## config.mk

```make
export PLATFORM = sky130hd
export DESIGN_NAME = dmc_mode_regs
export DESIGN_NICKNAME = d
export VERILOG_FILES = /design/src/pkg/dmc_pkg.sv /design/src/rtl/dmc_mode_regs.sv /design/src/rtl/dmc_zero_flags.sv
export VERILOG_INCLUDE_DIRS = /design/src /design/src/pkg
export SDC_FILE = /design/constraint.sdc
export NUM_CORES = 1
export LEC_CHECK = 0
export BUFFER_PORTS_ARGS = -buffer_cell sky130_fd_sc_hd__buf_2
export CAP_MARGIN = 25
export CORE_MARGIN = 5
export CORE_UTILIZATION = 45
export CTS_CLUSTER_SIZE = 28
export DETAILED_ROUTE_END_ITERATION = 7
export GPL_TIMING_DRIVEN = 0
export MAX_ROUTING_LAYER = met4
export PLACE_DENSITY = 0.74
export SLEW_MARGIN = 15
export SYNTH_ARGS = -nofsm -noshare
export SYNTH_HDL_FRONTEND = slang
export SYNTH_SLANG_ARGS = --single-unit
```

## constraint.sdc

```tcl
create_clock -name sys_clk -period 1.54 [get_ports sys_clk]
set_clock_uncertainty 0.15 [all_clocks]
set_input_delay 0.231 -clock sys_clk [delete_from_list [all_inputs] [get_ports sys_clk]]
set_output_delay 0.231 -clock sys_clk [all_outputs]
set_load 0.01 [all_outputs]
```

## src/pkg/dmc_regs.svh

```systemverilog
/*
  Register indices, field positions, reset values and fixed codes of the
  mode-control register bank. Included by the package and by the design
  files; the including file supplies no definitions of its own.
*/
`ifndef DMC_REGS_SVH
`define DMC_REGS_SVH

// Register indices, carried in the index field of a command word
`define DMC_IDX_FILTER_CTRL 7'h13
`define DMC_IDX_MODE_RESET 7'h14
`define DMC_IDX_ZERO_EN 7'h15
`define DMC_IDX_ZERO_STAT 7'h16
`define DMC_IDX_DEV_ID 7'h17

// Command word layout
`define DMC_CMD_RW_BIT 15
`define DMC_CMD_IDX_MSB 14
`define DMC_CMD_IDX_LSB 8
`define DMC_CMD_DATA_MSB 7
`define DMC_CMD_DATA_LSB 0
`define DMC_CMD_WRITE 1'b0
`define DMC_CMD_READ 1'b1

// Filter control register fields
`define DMC_FCTL_ROLLOFF_BIT 1
`define DMC_FCTL_ZHOLD_BIT 0

// Mode and reset register fields
`define DMC_MODE_SOFTRST_BIT 6
`define DMC_MODE_STREAM_BIT 5
`define DMC_MODE_BYPASS_BIT 4
`define DMC_MODE_MONAURAL_SELECT_BIT 3
`define DMC_MODE_PICK_BIT 2
`define DMC_MODE_RATE_MSB 1
`define DMC_MODE_RATE_LSB 0

// Zero flag enable register fields
`define DMC_ZEN_PAT_MSB 2
`define DMC_ZEN_PAT_LSB 1
`define DMC_ZEN_PCMEN_BIT 0

// Zero status register fields
`define DMC_ZST_RIGHT_BIT 1
`define DMC_ZST_LEFT_BIT 0

// Identifier field width
`define DMC_ID_W 5

// Reset values
`define DMC_RST_ROLLOFF 1'b0
`define DMC_RST_ZHOLD 1'b0
`define DMC_RST_STREAM 1'b0
`define DMC_RST_BYPASS 1'b0
`define DMC_RST_MONAURAL_SELECT 1'b0
`define DMC_RST_PICK 1'b0
`define DMC_RST_RATE 2'b00
`define DMC_RST_PAT 2'b00
`define DMC_RST_PCMEN 1'b1

// Modulator rate codes
`define DMC_RATE_X64 2'b00
`define DMC_RATE_X32 2'b01
`define DMC_RATE_X128 2'b10
`define DMC_RATE_RSVD 2'b11

// Stream zero pattern codes (1x means the 96h pattern)
`define DMC_PAT_OFF 2'b00
`define DMC_PAT_EVEN 2'b01

`endif

```

## src/pkg/dmc_pkg.sv

```systemverilog
/*
  Types shared by the mode-control register bank and its zero-flag unit.
  Assumes dmc_regs.svh is on the include path.
*/
`include "dmc_regs.svh"

package dmc_pkg;

  // One decoded control command word
  typedef struct packed {
    logic rw;
    logic [6:0] index;
    logic [7:0] data;
  } dmc_cmd_s;

  // Mode settings handed to the datapath
  typedef struct packed {
    logic rolloff;
    logic zero_hold;
    logic stream;
    logic bypass;
    logic monaural_select;
    logic pick;
    logic [1:0] rate;
  } dmc_mode_s;

  // One flag per channel
  typedef struct packed {
    logic right;
    logic left;
  } dmc_pair_s;

endpackage

```

## src/rtl/dmc_mode_regs.sv

```systemverilog
/*
  Mode-control register bank of the converter: filter control (two low
  fields), mode and reset, zero flag enable, zero status and identifier.
  Reached through the control port as parallel 16-bit command words; the
  serial shifter in front of it presents one word per cmd_valid pulse.
  No command is refused or stalled; a written field shows on the edge
  after the command, a read answer one cycle after it.
*/
// Function
// - Roll-off bit: 0 sharp, 1 slow
// - Zero-hold holds bipolar zero on both-channel zero
// - Zero-hold inactive in one-bit stream mode
// - Command bit 15: 0 write, 1 read
// - Soft reset write-only, 1 gives one pulse
// - Stream mode bit enables one-bit stream input
// - Bypass bit: 1 uses external digital filter
// - Monaural bit: both channels balanced, one input
// - Channel pick: 0 left, 1 right, monaural_select only
// - Rate: 00 x64, 01 x32, 10 x128, 11 reserved
// - Stream mode: rate selects stream bit clock
// - Stream zero pattern: 00 off, 01 even, 1x 96h
// - PCM zero enable gates flags, resets to 1
// - Status bit1 right, bit0 left, match pins
// - Status and identifier read-only, read bit 1
// - Identifier: five bits in bits 4:0
`timescale 1ns/1ps
`default_nettype none

// Field positions, indices and reset values
`include "dmc_regs.svh"

module dmc_mode_regs
  import dmc_pkg::*;
#(
  parameter logic [`DMC_ID_W-1:0] DEVICE_ID = 5'h00 // Arbitrary value
) (
  input wire logic sys_clk,
  input wire logic arst_n,
  // Control port, one command word per pulse
  input wire logic cmd_valid,
  input wire logic [15:0] cmd_word,
  output logic rsp_valid,
  output logic [15:0] rsp_word,
  // Raw zero detections from the datapath
  input wire dmc_pkg::dmc_pair_s pcm_zero,
  input wire dmc_pkg::dmc_pair_s even_zero,
  input wire dmc_pkg::dmc_pair_s pat96_zero,
  // Settings and status towards the datapath and pins
  output dmc_pkg::dmc_mode_s mode,
  output logic [1:0] oversample_select,
  output logic [1:0] stream_bitclk_select,
  output logic monaural_select_right_pick,
  output logic hold_bipolar_zero,
  output logic soft_reset_pulse,
  output logic zero_pin_left,
  output logic zero_pin_right,
  output logic [`DMC_ID_W-1:0] device_identifier_field
);

  // Command decode
  dmc_cmd_s cmd;
  logic wr_en;
  logic rd_en;
  logic sreset_req;
  logic wr_filt;
  logic wr_mode;
  logic wr_zen;

  // Stored fields, one flop per bit
  logic rolloff_select_q;
  logic zero_hold_mute_enable_q;
  logic one_bit_stream_mode_q;
  logic filter_bypass_q;
  logic monaural_select_q;
  logic monaural_select_channel_pick_q;
  logic [1:0] modulator_rate_select_q;
  logic [1:0] stream_zero_pattern_q;
  logic pcm_zero_flag_enable_q;
  logic soft_reset_q;

  // Read answer path
  logic rsp_valid_q;
  logic [15:0] rsp_word_q;
  logic [7:0] rd_data;
  logic rd_fixed_dir;

  // Zero-hold and flag outputs
  logic hold_q;
  dmc_pair_s flags;

  //////////////////////////////////////////////////////////////////////////
  // Command word split
  assign cmd = cmd_word;
  assign wr_en = cmd_valid & (cmd.rw == `DMC_CMD_WRITE);
  assign rd_en = cmd_valid & (cmd.rw == `DMC_CMD_READ);

  // Per-register write strobes; writes to the read-only and unmapped
  // indices match none of them and so change nothing
  assign wr_filt = wr_en & (cmd.index == `DMC_IDX_FILTER_CTRL);
  assign wr_mode = wr_en & (cmd.index == `DMC_IDX_MODE_RESET);
  assign wr_zen = wr_en & (cmd.index == `DMC_IDX_ZERO_EN);

  // A soft reset request is a write of 1 to the write-only reset field
  assign sreset_req = wr_mode & cmd.data[`DMC_MODE_SOFTRST_BIT];

  //////////////////////////////////////////////////////////////////////////
  // Soft reset: exactly one pulse per request; the pulse cycle also
  // returns every setting to its reset value. A write that lands in the
  // pulse cycle is lost to the reset, so a host leaves one idle cycle
  // after a reset request. Zero flags and the hold follow the live
  // detectors and need no clearing.
  always_ff @(posedge sys_clk or negedge arst_n) begin
    if (!arst_n) begin
      soft_reset_q <= 1'b0;
    end else begin
      soft_reset_q <= sreset_req;
    end
  end

  //////////////////////////////////////////////////////////////////////////
  // Filter control fields
  // Both are plain read/write bits; the rest of the byte is not kept
  always_ff @(posedge sys_clk or negedge arst_n) begin
    if (!arst_n) begin
      rolloff_select_q <= `DMC_RST_ROLLOFF;
      zero_hold_mute_enable_q <= `DMC_RST_ZHOLD;
    end else if (soft_reset_q) begin
      rolloff_select_q <= `DMC_RST_ROLLOFF;
      zero_hold_mute_enable_q <= `DMC_RST_ZHOLD;
    end else if (wr_filt) begin
      rolloff_select_q <= cmd.data[`DMC_FCTL_ROLLOFF_BIT];
      zero_hold_mute_enable_q <= cmd.data[`DMC_FCTL_ZHOLD_BIT];
    end
  end

  //////////////////////////////////////////////////////////////////////////
  // Mode fields; the reset field itself is not stored
  // Stream and bypass are kept apart; the datapath settles a clash
  always_ff @(posedge sys_clk or negedge arst_n) begin
    if (!arst_n) begin
      one_bit_stream_mode_q <= `DMC_RST_STREAM;
      filter_bypass_q <= `DMC_RST_BYPASS;
      monaural_select_q <= `DMC_RST_MONAURAL_SELECT;
      monaural_select_channel_pick_q <= `DMC_RST_PICK;
      modulator_rate_select_q <= `DMC_RST_RATE;
    end else if (soft_reset_q) begin
      one_bit_stream_mode_q <= `DMC_RST_STREAM;
      filter_bypass_q <= `DMC_RST_BYPASS;
      monaural_select_q <= `DMC_RST_MONAURAL_SELECT;
      monaural_select_channel_pick_q <= `DMC_RST_PICK;
      modulator_rate_select_q <= `DMC_RST_RATE;
    end else if (wr_mode) begin
      // Same word carrying a reset request still lands; the pulse then
      // clears it one cycle later
      one_bit_stream_mode_q <= cmd.data[`DMC_MODE_STREAM_BIT];
      filter_bypass_q <= cmd.data[`DMC_MODE_BYPASS_BIT];
      monaural_select_q <= cmd.data[`DMC_MODE_MONAURAL_SELECT_BIT];
      monaural_select_channel_pick_q <= cmd.data[`DMC_MODE_PICK_BIT];
      modulator_rate_select_q <=
        cmd.data[`DMC_MODE_RATE_MSB:`DMC_MODE_RATE_LSB];
    end
  end

  //////////////////////////////////////////////////////////////////////////
  // Zero flag enable fields
  // The PCM enable starts at 1 so the pins work without any setup
  always_ff @(posedge sys_clk or negedge arst_n) begin
    if (!arst_n) begin
      stream_zero_pattern_q <= `DMC_RST_PAT;
      pcm_zero_flag_enable_q <= `DMC_RST_PCMEN;
    end else if (soft_reset_q) begin
      stream_zero_pattern_q <= `DMC_RST_PAT;
      pcm_zero_flag_enable_q <= `DMC_RST_PCMEN;
    end else if (wr_zen) begin
      stream_zero_pattern_q <=
        cmd.data[`DMC_ZEN_PAT_MSB:`DMC_ZEN_PAT_LSB];
      pcm_zero_flag_enable_q <= cmd.data[`DMC_ZEN_PCMEN_BIT];
    end
  end

  //////////////////////////////////////////////////////////////////////////
  // Zero flags; the status register and both pins read the same flops
  // The unit registers the flags, so pins lag the detectors by a cycle
  dmc_zero_flags u_zero (
    .sys_clk(sys_clk),
    .arst_n(arst_n),
    .stream_mode(one_bit_stream_mode_q),
    .pcm_enable(pcm_zero_flag_enable_q),
    .pattern_sel(stream_zero_pattern_q),
    .pcm_zero(pcm_zero),
    .even_zero(even_zero),
    .pat96_zero(pat96_zero),
    .flags(flags)
  );

  assign zero_pin_left = flags.left;
  assign zero_pin_right = flags.right;

  //////////////////////////////////////////////////////////////////////////
  // Zero-hold: only on a simultaneous zero of both PCM channels, and never
  // in stream mode where the PCM detector means nothing
  // The flag enable does not gate it: muting follows the detectors
  always_ff @(posedge sys_clk or negedge arst_n) begin
    if (!arst_n) begin
      hold_q <= 1'b0;
    end else begin
      hold_q <= zero_hold_mute_enable_q & ~one_bit_stream_mode_q &
                pcm_zero.left & pcm_zero.right;
    end
  end

  //////////////////////////////////////////////////////////////////////////
  // Read data mux; unmapped indices read as zero
  // Status reads see the flag flops as they stand at the taken edge
  always_comb begin
    rd_data = 8'h00;
    rd_fixed_dir = 1'b0;
    case (cmd.index)
      `DMC_IDX_FILTER_CTRL: begin
        rd_data[`DMC_FCTL_ROLLOFF_BIT] = rolloff_select_q;
        rd_data[`DMC_FCTL_ZHOLD_BIT] = zero_hold_mute_enable_q;
      end
      `DMC_IDX_MODE_RESET: begin
        // Reset field is write-only and reads 0
        rd_data[`DMC_MODE_STREAM_BIT] = one_bit_stream_mode_q;
        rd_data[`DMC_MODE_BYPASS_BIT] = filter_bypass_q;
        rd_data[`DMC_MODE_MONAURAL_SELECT_BIT] = monaural_select_q;
        rd_data[`DMC_MODE_PICK_BIT] = monaural_select_channel_pick_q;
        rd_data[`DMC_MODE_RATE_MSB:`DMC_MODE_RATE_LSB] =
          modulator_rate_select_q;
      end
      `DMC_IDX_ZERO_EN: begin
        rd_data[`DMC_ZEN_PAT_MSB:`DMC_ZEN_PAT_LSB] = stream_zero_pattern_q;
        rd_data[`DMC_ZEN_PCMEN_BIT] = pcm_zero_flag_enable_q;
      end
      `DMC_IDX_ZERO_STAT: begin
        rd_fixed_dir = 1'b1;
        rd_data[`DMC_ZST_RIGHT_BIT] = flags.right;
        rd_data[`DMC_ZST_LEFT_BIT] = flags.left;
      end
      `DMC_IDX_DEV_ID: begin
        rd_fixed_dir = 1'b1;
        rd_data[`DMC_ID_W-1:0] = DEVICE_ID;
      end
      default: begin
        rd_data = 8'h00;
      end
    endcase
  end

  //////////////////////////////////////////////////////////////////////////
  // Read answer, one cycle after the command; writes to the two
  // read-only registers are dropped by the decode above
  // Writes give no answer; rsp_word keeps the last read until the next
  always_ff @(posedge sys_clk or negedge arst_n) begin
    if (!arst_n) begin
      rsp_valid_q <= 1'b0;
      rsp_word_q <= 16'h0000;
    end else begin
      rsp_valid_q <= rd_en;
      if (rd_en) begin
        // Read-only registers always show 1; others echo the read bit
        rsp_word_q <= {cmd.rw | rd_fixed_dir, cmd.index, rd_data};
      end
    end
  end

  assign rsp_valid = rsp_valid_q;
  assign rsp_word = rsp_word_q;

  //////////////////////////////////////////////////////////////////////////
  // Settings towards the datapath, gathered in one process so the mode
  // word has a single driver
  always_comb begin
    mode.rolloff = rolloff_select_q;
    mode.zero_hold = zero_hold_mute_enable_q;
    mode.stream = one_bit_stream_mode_q;
    mode.bypass = filter_bypass_q;
    mode.monaural_select = monaural_select_q;
    mode.pick = monaural_select_channel_pick_q;
    mode.rate = modulator_rate_select_q;
  end

  // The rate field serves the modulator in PCM modes and the stream bit
  // clock in stream mode; the unused path sees the default code so it
  // never follows a setting meant for the other
  // Reserved code 11 is passed on as stored
  assign oversample_select = one_bit_stream_mode_q ? `DMC_RATE_X64 :
                             modulator_rate_select_q;
  assign stream_bitclk_select = one_bit_stream_mode_q ?
                                modulator_rate_select_q :
                                `DMC_RATE_X64;

  // Channel pick matters only in monaural mode,
  // so a stereo datapath never acts on a stale pick
  assign monaural_select_right_pick = monaural_select_q & monaural_select_channel_pick_q;
  assign hold_bipolar_zero = hold_q;
  assign soft_reset_pulse = soft_reset_q;
  // Fixed identifier, also shown on a port for the address match
  assign device_identifier_field = DEVICE_ID;

endmodule

`default_nettype wire

```

## src/rtl/dmc_zero_flags.sv

```systemverilog
/*
  Zero-flag gating for both channels: picks the detector that the current
  input mode uses and applies the enables. Raw detections arrive from the
  datapath synchronous to sys_clk.
*/
`timescale 1ns/1ps
`default_nettype none

// Pattern codes
`include "dmc_regs.svh"

module dmc_zero_flags
  import dmc_pkg::*;
(
  input wire logic sys_clk,
  input wire logic arst_n,
  input wire logic stream_mode,
  input wire logic pcm_enable,
  input wire logic [1:0] pattern_sel,
  input wire dmc_pkg::dmc_pair_s pcm_zero,
  input wire dmc_pkg::dmc_pair_s even_zero,
  input wire dmc_pkg::dmc_pair_s pat96_zero,
  output dmc_pkg::dmc_pair_s flags
);

  logic [1:0] pcm_v;
  logic [1:0] even_v;
  logic [1:0] p96_v;
  logic [1:0] flag_q;

  assign pcm_v = pcm_zero;
  assign even_v = even_zero;
  assign p96_v = pat96_zero;
  assign flags = flag_q;

  //////////////////////////////////////////////////////////////////////////
  // One registered flag per channel; pins and status read the same flop
  genvar ch;
  generate
    for (ch = 0; ch < 2; ch++) begin : g_ch
      always_ff @(posedge sys_clk or negedge arst_n) begin
        if (!arst_n) begin
          flag_q[ch] <= 1'b0;
        end else if (stream_mode) begin
          // Stream mode ignores the PCM enable
          if (pattern_sel == `DMC_PAT_OFF) begin
            flag_q[ch] <= 1'b0;
          end else if (pattern_sel == `DMC_PAT_EVEN) begin
            flag_q[ch] <= even_v[ch];
          end else begin
            flag_q[ch] <= p96_v[ch];
          end
        end else begin
          flag_q[ch] <= pcm_enable & pcm_v[ch];
        end
      end
    end
  endgenerate

endmodule

`default_nettype wire

```

## Yosys cells after proc, flatten, opt, wreduce, memory -nomap -nowiden

Cells that the tools add are included.

- Flip-flop bits (word level): 30

- Equality and inequality tests: 6
- Multiplexer cells: 31
- Reduce and logical (&&, ||, !) cells: 5
- Bitwise gates (word level): 15

Operators with widths:

| cell | count |
|---|---|
| == test 7 x 5 -> 1 bit (second input constant) | 5 |
| two-way mux 1 bit | 22 |
| two-way mux 2 bit | 7 |
| AND 1 bit | 12 |
| case mux 2 bit (4 select lines) | 1 |
| nonzero test 2 bit | 3 |
| == test 2 x 1 -> 1 bit (second input constant) | 1 |
| logical NOT 2 bit | 1 |
| NOT 1 bit | 2 |
| case mux 1 bit (2 select lines) | 1 |
| OR reduction 2 bit | 1 |
| bitwise OR 1 bit | 1 |

## Logic depth before layout (Yosys ltp)

- Word-level depth: 5
- Mapped depth: 4
- Mapped depth without buffers: 3

## Cells and area by module

Synthesis repeated with hierarchy kept, for this count alone.

- Cells, all modules: 134
- Area total of the unflattened synthesis: 1552.7 sq um

Modules (own cells, without submodules):

| module | cells each | seq. area each (sq um) | area each (sq um) | instances |
|---|---|---|---|---|
| dmc_mode_regs | 124 | 701.9 | 1457.6 | 1 |
| dmc_zero_flags | 10 | 50.0 | 95.1 | 1 |

## Worst setup path before layout

No wires, ideal clock.

- Kind: input port to flip-flop
- Start point: input cmd_word[13]
- End point: register rsp_word_q[5] (netlist: rsp_word[5])
- Arrival: 1320 ps
- Required time: 1324 ps
- Library setup time: 66 ps
- Setup slack: 4 ps
- Path buffers: 1
- Stages on the path: 4
- Cells stage by stage: or4b_4 -> buf_6 -> nor4_4 -> a22o_1

- Cells in the longest elaborated chain, start to end: 2

RTL lines:

| element | line | RTL |
|---|---|---|
| from (decl) | dmc_mode_regs.sv:41 | `input wire logic [15:0] cmd_word,` |
| == test 7 x 5 -> 1 bit | dmc_mode_regs.sv:218 | `case (cmd.index)` |
| two-way mux 1 bit | dmc_mode_regs.sv:218 |  |
| to (signal assigned) | dmc_mode_regs.sv:263 | `rsp_word_q <= {cmd.rw \| rd_fixed_dir, cmd.index, rd_data};` |
| to (decl) | dmc_mode_regs.sv:83 | `logic [15:0] rsp_word_q;` |

No other way between the ends.
A chain may end at the register's enable or synchronous reset.

## Worst setup path after layout

- Start point: register one_bit_stream_mode_q
- End point: output stream_bitclk_select[0]

- Cells in the longest elaborated chain, start to end: 1

RTL lines:

| element | line | RTL |
|---|---|---|
| from (decl) | dmc_mode_regs.sv:72 | `logic one_bit_stream_mode_q;` |
| from (signal assigned) | dmc_mode_regs.sv:141 | `` one_bit_stream_mode_q <= `DMC_RST_STREAM; `` |
| from (signal assigned) | dmc_mode_regs.sv:147 | `` one_bit_stream_mode_q <= `DMC_RST_STREAM; `` |
| from (signal assigned) | dmc_mode_regs.sv:155 | `` one_bit_stream_mode_q <= cmd.data[`DMC_MODE_STREAM_BIT]; `` |
| two-way mux 2 bit (no source line) | -- |  |
| to (decl) | dmc_mode_regs.sv:51 | `output logic [1:0] stream_bitclk_select,` |

No other way between the ends.

==> flow_summary.yaml <==
logic_synthesis:
  ys_ff_latch: 30
  synth_top_area_frac: 0.4574
  yosysSeqAreaShare: 0.4740
  synth.distinct_cells: 38
  synth.avg_cell_area_um2: 10.79
  synth_area_leaders: "dfrtp_1 46%, buf_4 6.2%, mux2_2 5.0%, o31ai_1 3.8%, nand4_1 3.5%"
  syn_area_um2: 1587
  synth_top_area_cell: "dfrtp_1"
  netlist_instances: 147
  yosys_warnings: 0
clock_tree:
  clk_pin_slew_worst_paths_ns: 0.09
  numCtsBuffers: 5
  tritoncts: "done"
  htree_num_levels: 2
  insertion_delay_ns: 0.32
  clock_path_buffers: 2
  cts_root_buf: "clkbuf_4"
  cts_sinks: 30
routing:
  first_pass_iters: 4
  drc: 0
  vias: 1397
  via_per_inst: 5.174
  drtIter0Drc: 91
  wl_per_cell_um: 14.51
  wirelength_um: 3918
  antenna_left: 0
worst_setup_path:
  critPathMaxFanout: 7
  slowest_stage: "dfrtp_1"
  end_kind: "output pin"
  worstPathArrival_ns: 1.13
  crit_type: "flip-flop to output pin"
  crit_chain: "buf_8 -> and2_4 -> buf_6"
  cp.required_ns: 1.16
  r2r_slack_ns: 0.29
  cpPeakStageDelay_ns: 0.41
  path_delay_family: "flip-flops"
  path_buf_inv: 2
  critPathLaunchType: "flip-flop"
global_route:
  grt_usage: 0.1795
  grt_max_degree: 31
  grt_overflow_total: 0
  first_global_vias: 1408
  grt_pass1_wl_um: 6713
  antenna_found_initial: 0
floorplanning:
  core_area_um2: 3363
  rows: 21
  ios: 64
  fp.dieH_um: 69.38
  start_util: 0.4717
  die-area_um2: 4813
  die_w_um: 69.38
finish:
  final_cell_mix: "55 x buf_2, 29 x dfrtp_1, 15 x buf_4, 9 x nand4_1"
  fin_util: 0.6246
  fin_nets: 248
  layout-drive-gt1-share: 0.4152
  fill_cells: 301
  stdcell_area_um2: 2101
  area_delta_synth_final_pct: 32.41
  diodes: 0
  layout_commonest_cell: "buf_2"
hold_path:
  hold_path_class: "primary input to flip-flop"
power_and_ir_drop:
  power.leakage_nw: 1.082
  finalPower_mw: 1.677
  vdd_drop_max_mv: 0.5117
  power_per_cell_area_nw_per_um2: 798.1
placement:
  portBuffers: 55
  place_congestion: 0.8698
  placed_cell_area_um2: 1942
  hpwl_um: 2942
sta:
  whs_ns: 0.01842
  setup_viol: 0
  slew_violations: 0
  hold_violations: 0
  period_share: 0.9834
  rsz0062_at_grt: "yes"
  relSlewSlack: 0.5551
  min_period_ns: 1.514
  fmax_mhz: 660.3
  tightest_slew_ns: 0.6674
outcome:
  status: "finished, final reports clean"
run:
  cap_viol_max_count: 0
==> per-stage QoR <==
step,std cells,setup WS [ns],TNS [ns]
6_report,270,0.02557,0
5_1_grt,270,-0.01368,-0.03740
4_1_cts,269,0.005979,0
3_5_place_dp,254,-0.3672,-3.861
3_3_place_gp,254,-0.2774,-3.533
2_1_floorplan,153,0.004233,0
==> timing repair <==
| action | 4_1_cts | 5_1_grt |
|---|---|---|
| cloned | 0 | 0 |
| endpoints found under the hold margin | 34 | 0 |
| pin swaps | 1 | 0 |
| gates resized for setup | 6 | 1 |
| endpoints found under the setup margin | 7 | 4 |
| buffers inserted | 1 | 1 |
| hold buffers | 6 | 0 |
==> per-layer routing <==
| metal | global-route usage | routed length, um | up-vias |
|---|---|---|---|
| met4 | 0.08677 | 74 | 0 |
| met1 | 0.2070 | 1626 | 664 |
| met3 | 0.04348 | 242 | 8 |
| met5 | - | 0 | - |
| li1 | - | - | 679 |
| met2 | 0.2924 | 1976 | 46 |
==> synth_stat cells, drive strengths merged <==
master,n
nor3b,1
clkbuf,7
o21ai,3
dfstp,1
o211a,1
nor2,2
nor4b,1
conb,1
o41ai,1
nor4,1
or4b,1
dfrtp,29
nand2b,7
nand4b,2
or3b,1
mux2i,5
nand4,9
a21oi,8
mux2,7
and4b,1
nand3b,1
and4,1
o31ai,8
a22oi,1
o211ai,1
nand2,8
nor2b,6
buf,17
a21boi,1
inv,1
and3b,3
a22o,5
a222oi,1
o2111ai,1
and2,3
==> registers in the layout, indices dropped and copies added (netlist names) <==
name,flops
rsp_word,14
modulator_rate_select_q,2
stream_zero_pattern_q,2
u_zero.flags,2
filter_bypass_q,1
hold_bipolar_zero,1
monaural_select_channel_pick_q,1
monaural_select_q,1
one_bit_stream_mode_q,1
pcm_zero_flag_enable_q,1
rolloff_select_q,1
rsp_valid,1
soft_reset_pulse,1
zero_hold_mute_enable_q,1
==> cells by family (layout without fill, tap and decap cells) <==
logic type             after synthesis  after routing  share of synthesized area
buffers and inverters               25             96                     0.1001
and+or+nand+nor                     48             48                     0.2043
other                                1              7                   0.002364
AOI/OAI and AO/OA                   31             31                     0.1380
muxes                               12             12                    0.08123
DFF                                 30             30                     0.4740
==> area by class of cell <==
class | instances | area (um2) | area share
sequential | 30 | 752.0 | 0.3580
multi-input combinational | 98 | 705.7 | 0.3359
timing repair buffer | 63 | 356.6 | 0.1697
buffer | 24 | 166.4 | 0.07921
clock buffer | 8 | 58.81 | 0.02799
tap | 46 | 57.56 | 0.02740
inverter | 1 | 3.754 | 0.001787
==> report_power, final <==
part           leakage [nW]  total, mW  internal [mW]  switching, mW
Sequential            0.379      0.873          0.838         0.0343
Combinational         0.671      0.318          0.157          0.162
Clock                0.0326      0.486          0.225          0.261
Total                  1.08       1.68           1.22          0.457
==> tightest hold or removal path: stages <==
cell,delay [ns]
buf_2,0.10
nand4_1,0.06
a21oi_1,0.07
==> final timing paths <==
kind | from | endpoint | cells after the start
max | one_bit_stream_mode_q | stream_bitclk_select[0] | 3
max in group asynchronous | arst_n | u_zero.flags[1] | 2
min in group asynchronous | arst_n | rsp_word[14] | 2
min | cmd_word[3] | monaural_select_q | 3
max reg2reg | modulator_rate_select_q[1] | rsp_word[1] | 3
min reg2reg | rsp_word[15] | rsp_word[15] | 1
No activity file was read; power rests on OpenSTA's default activity.
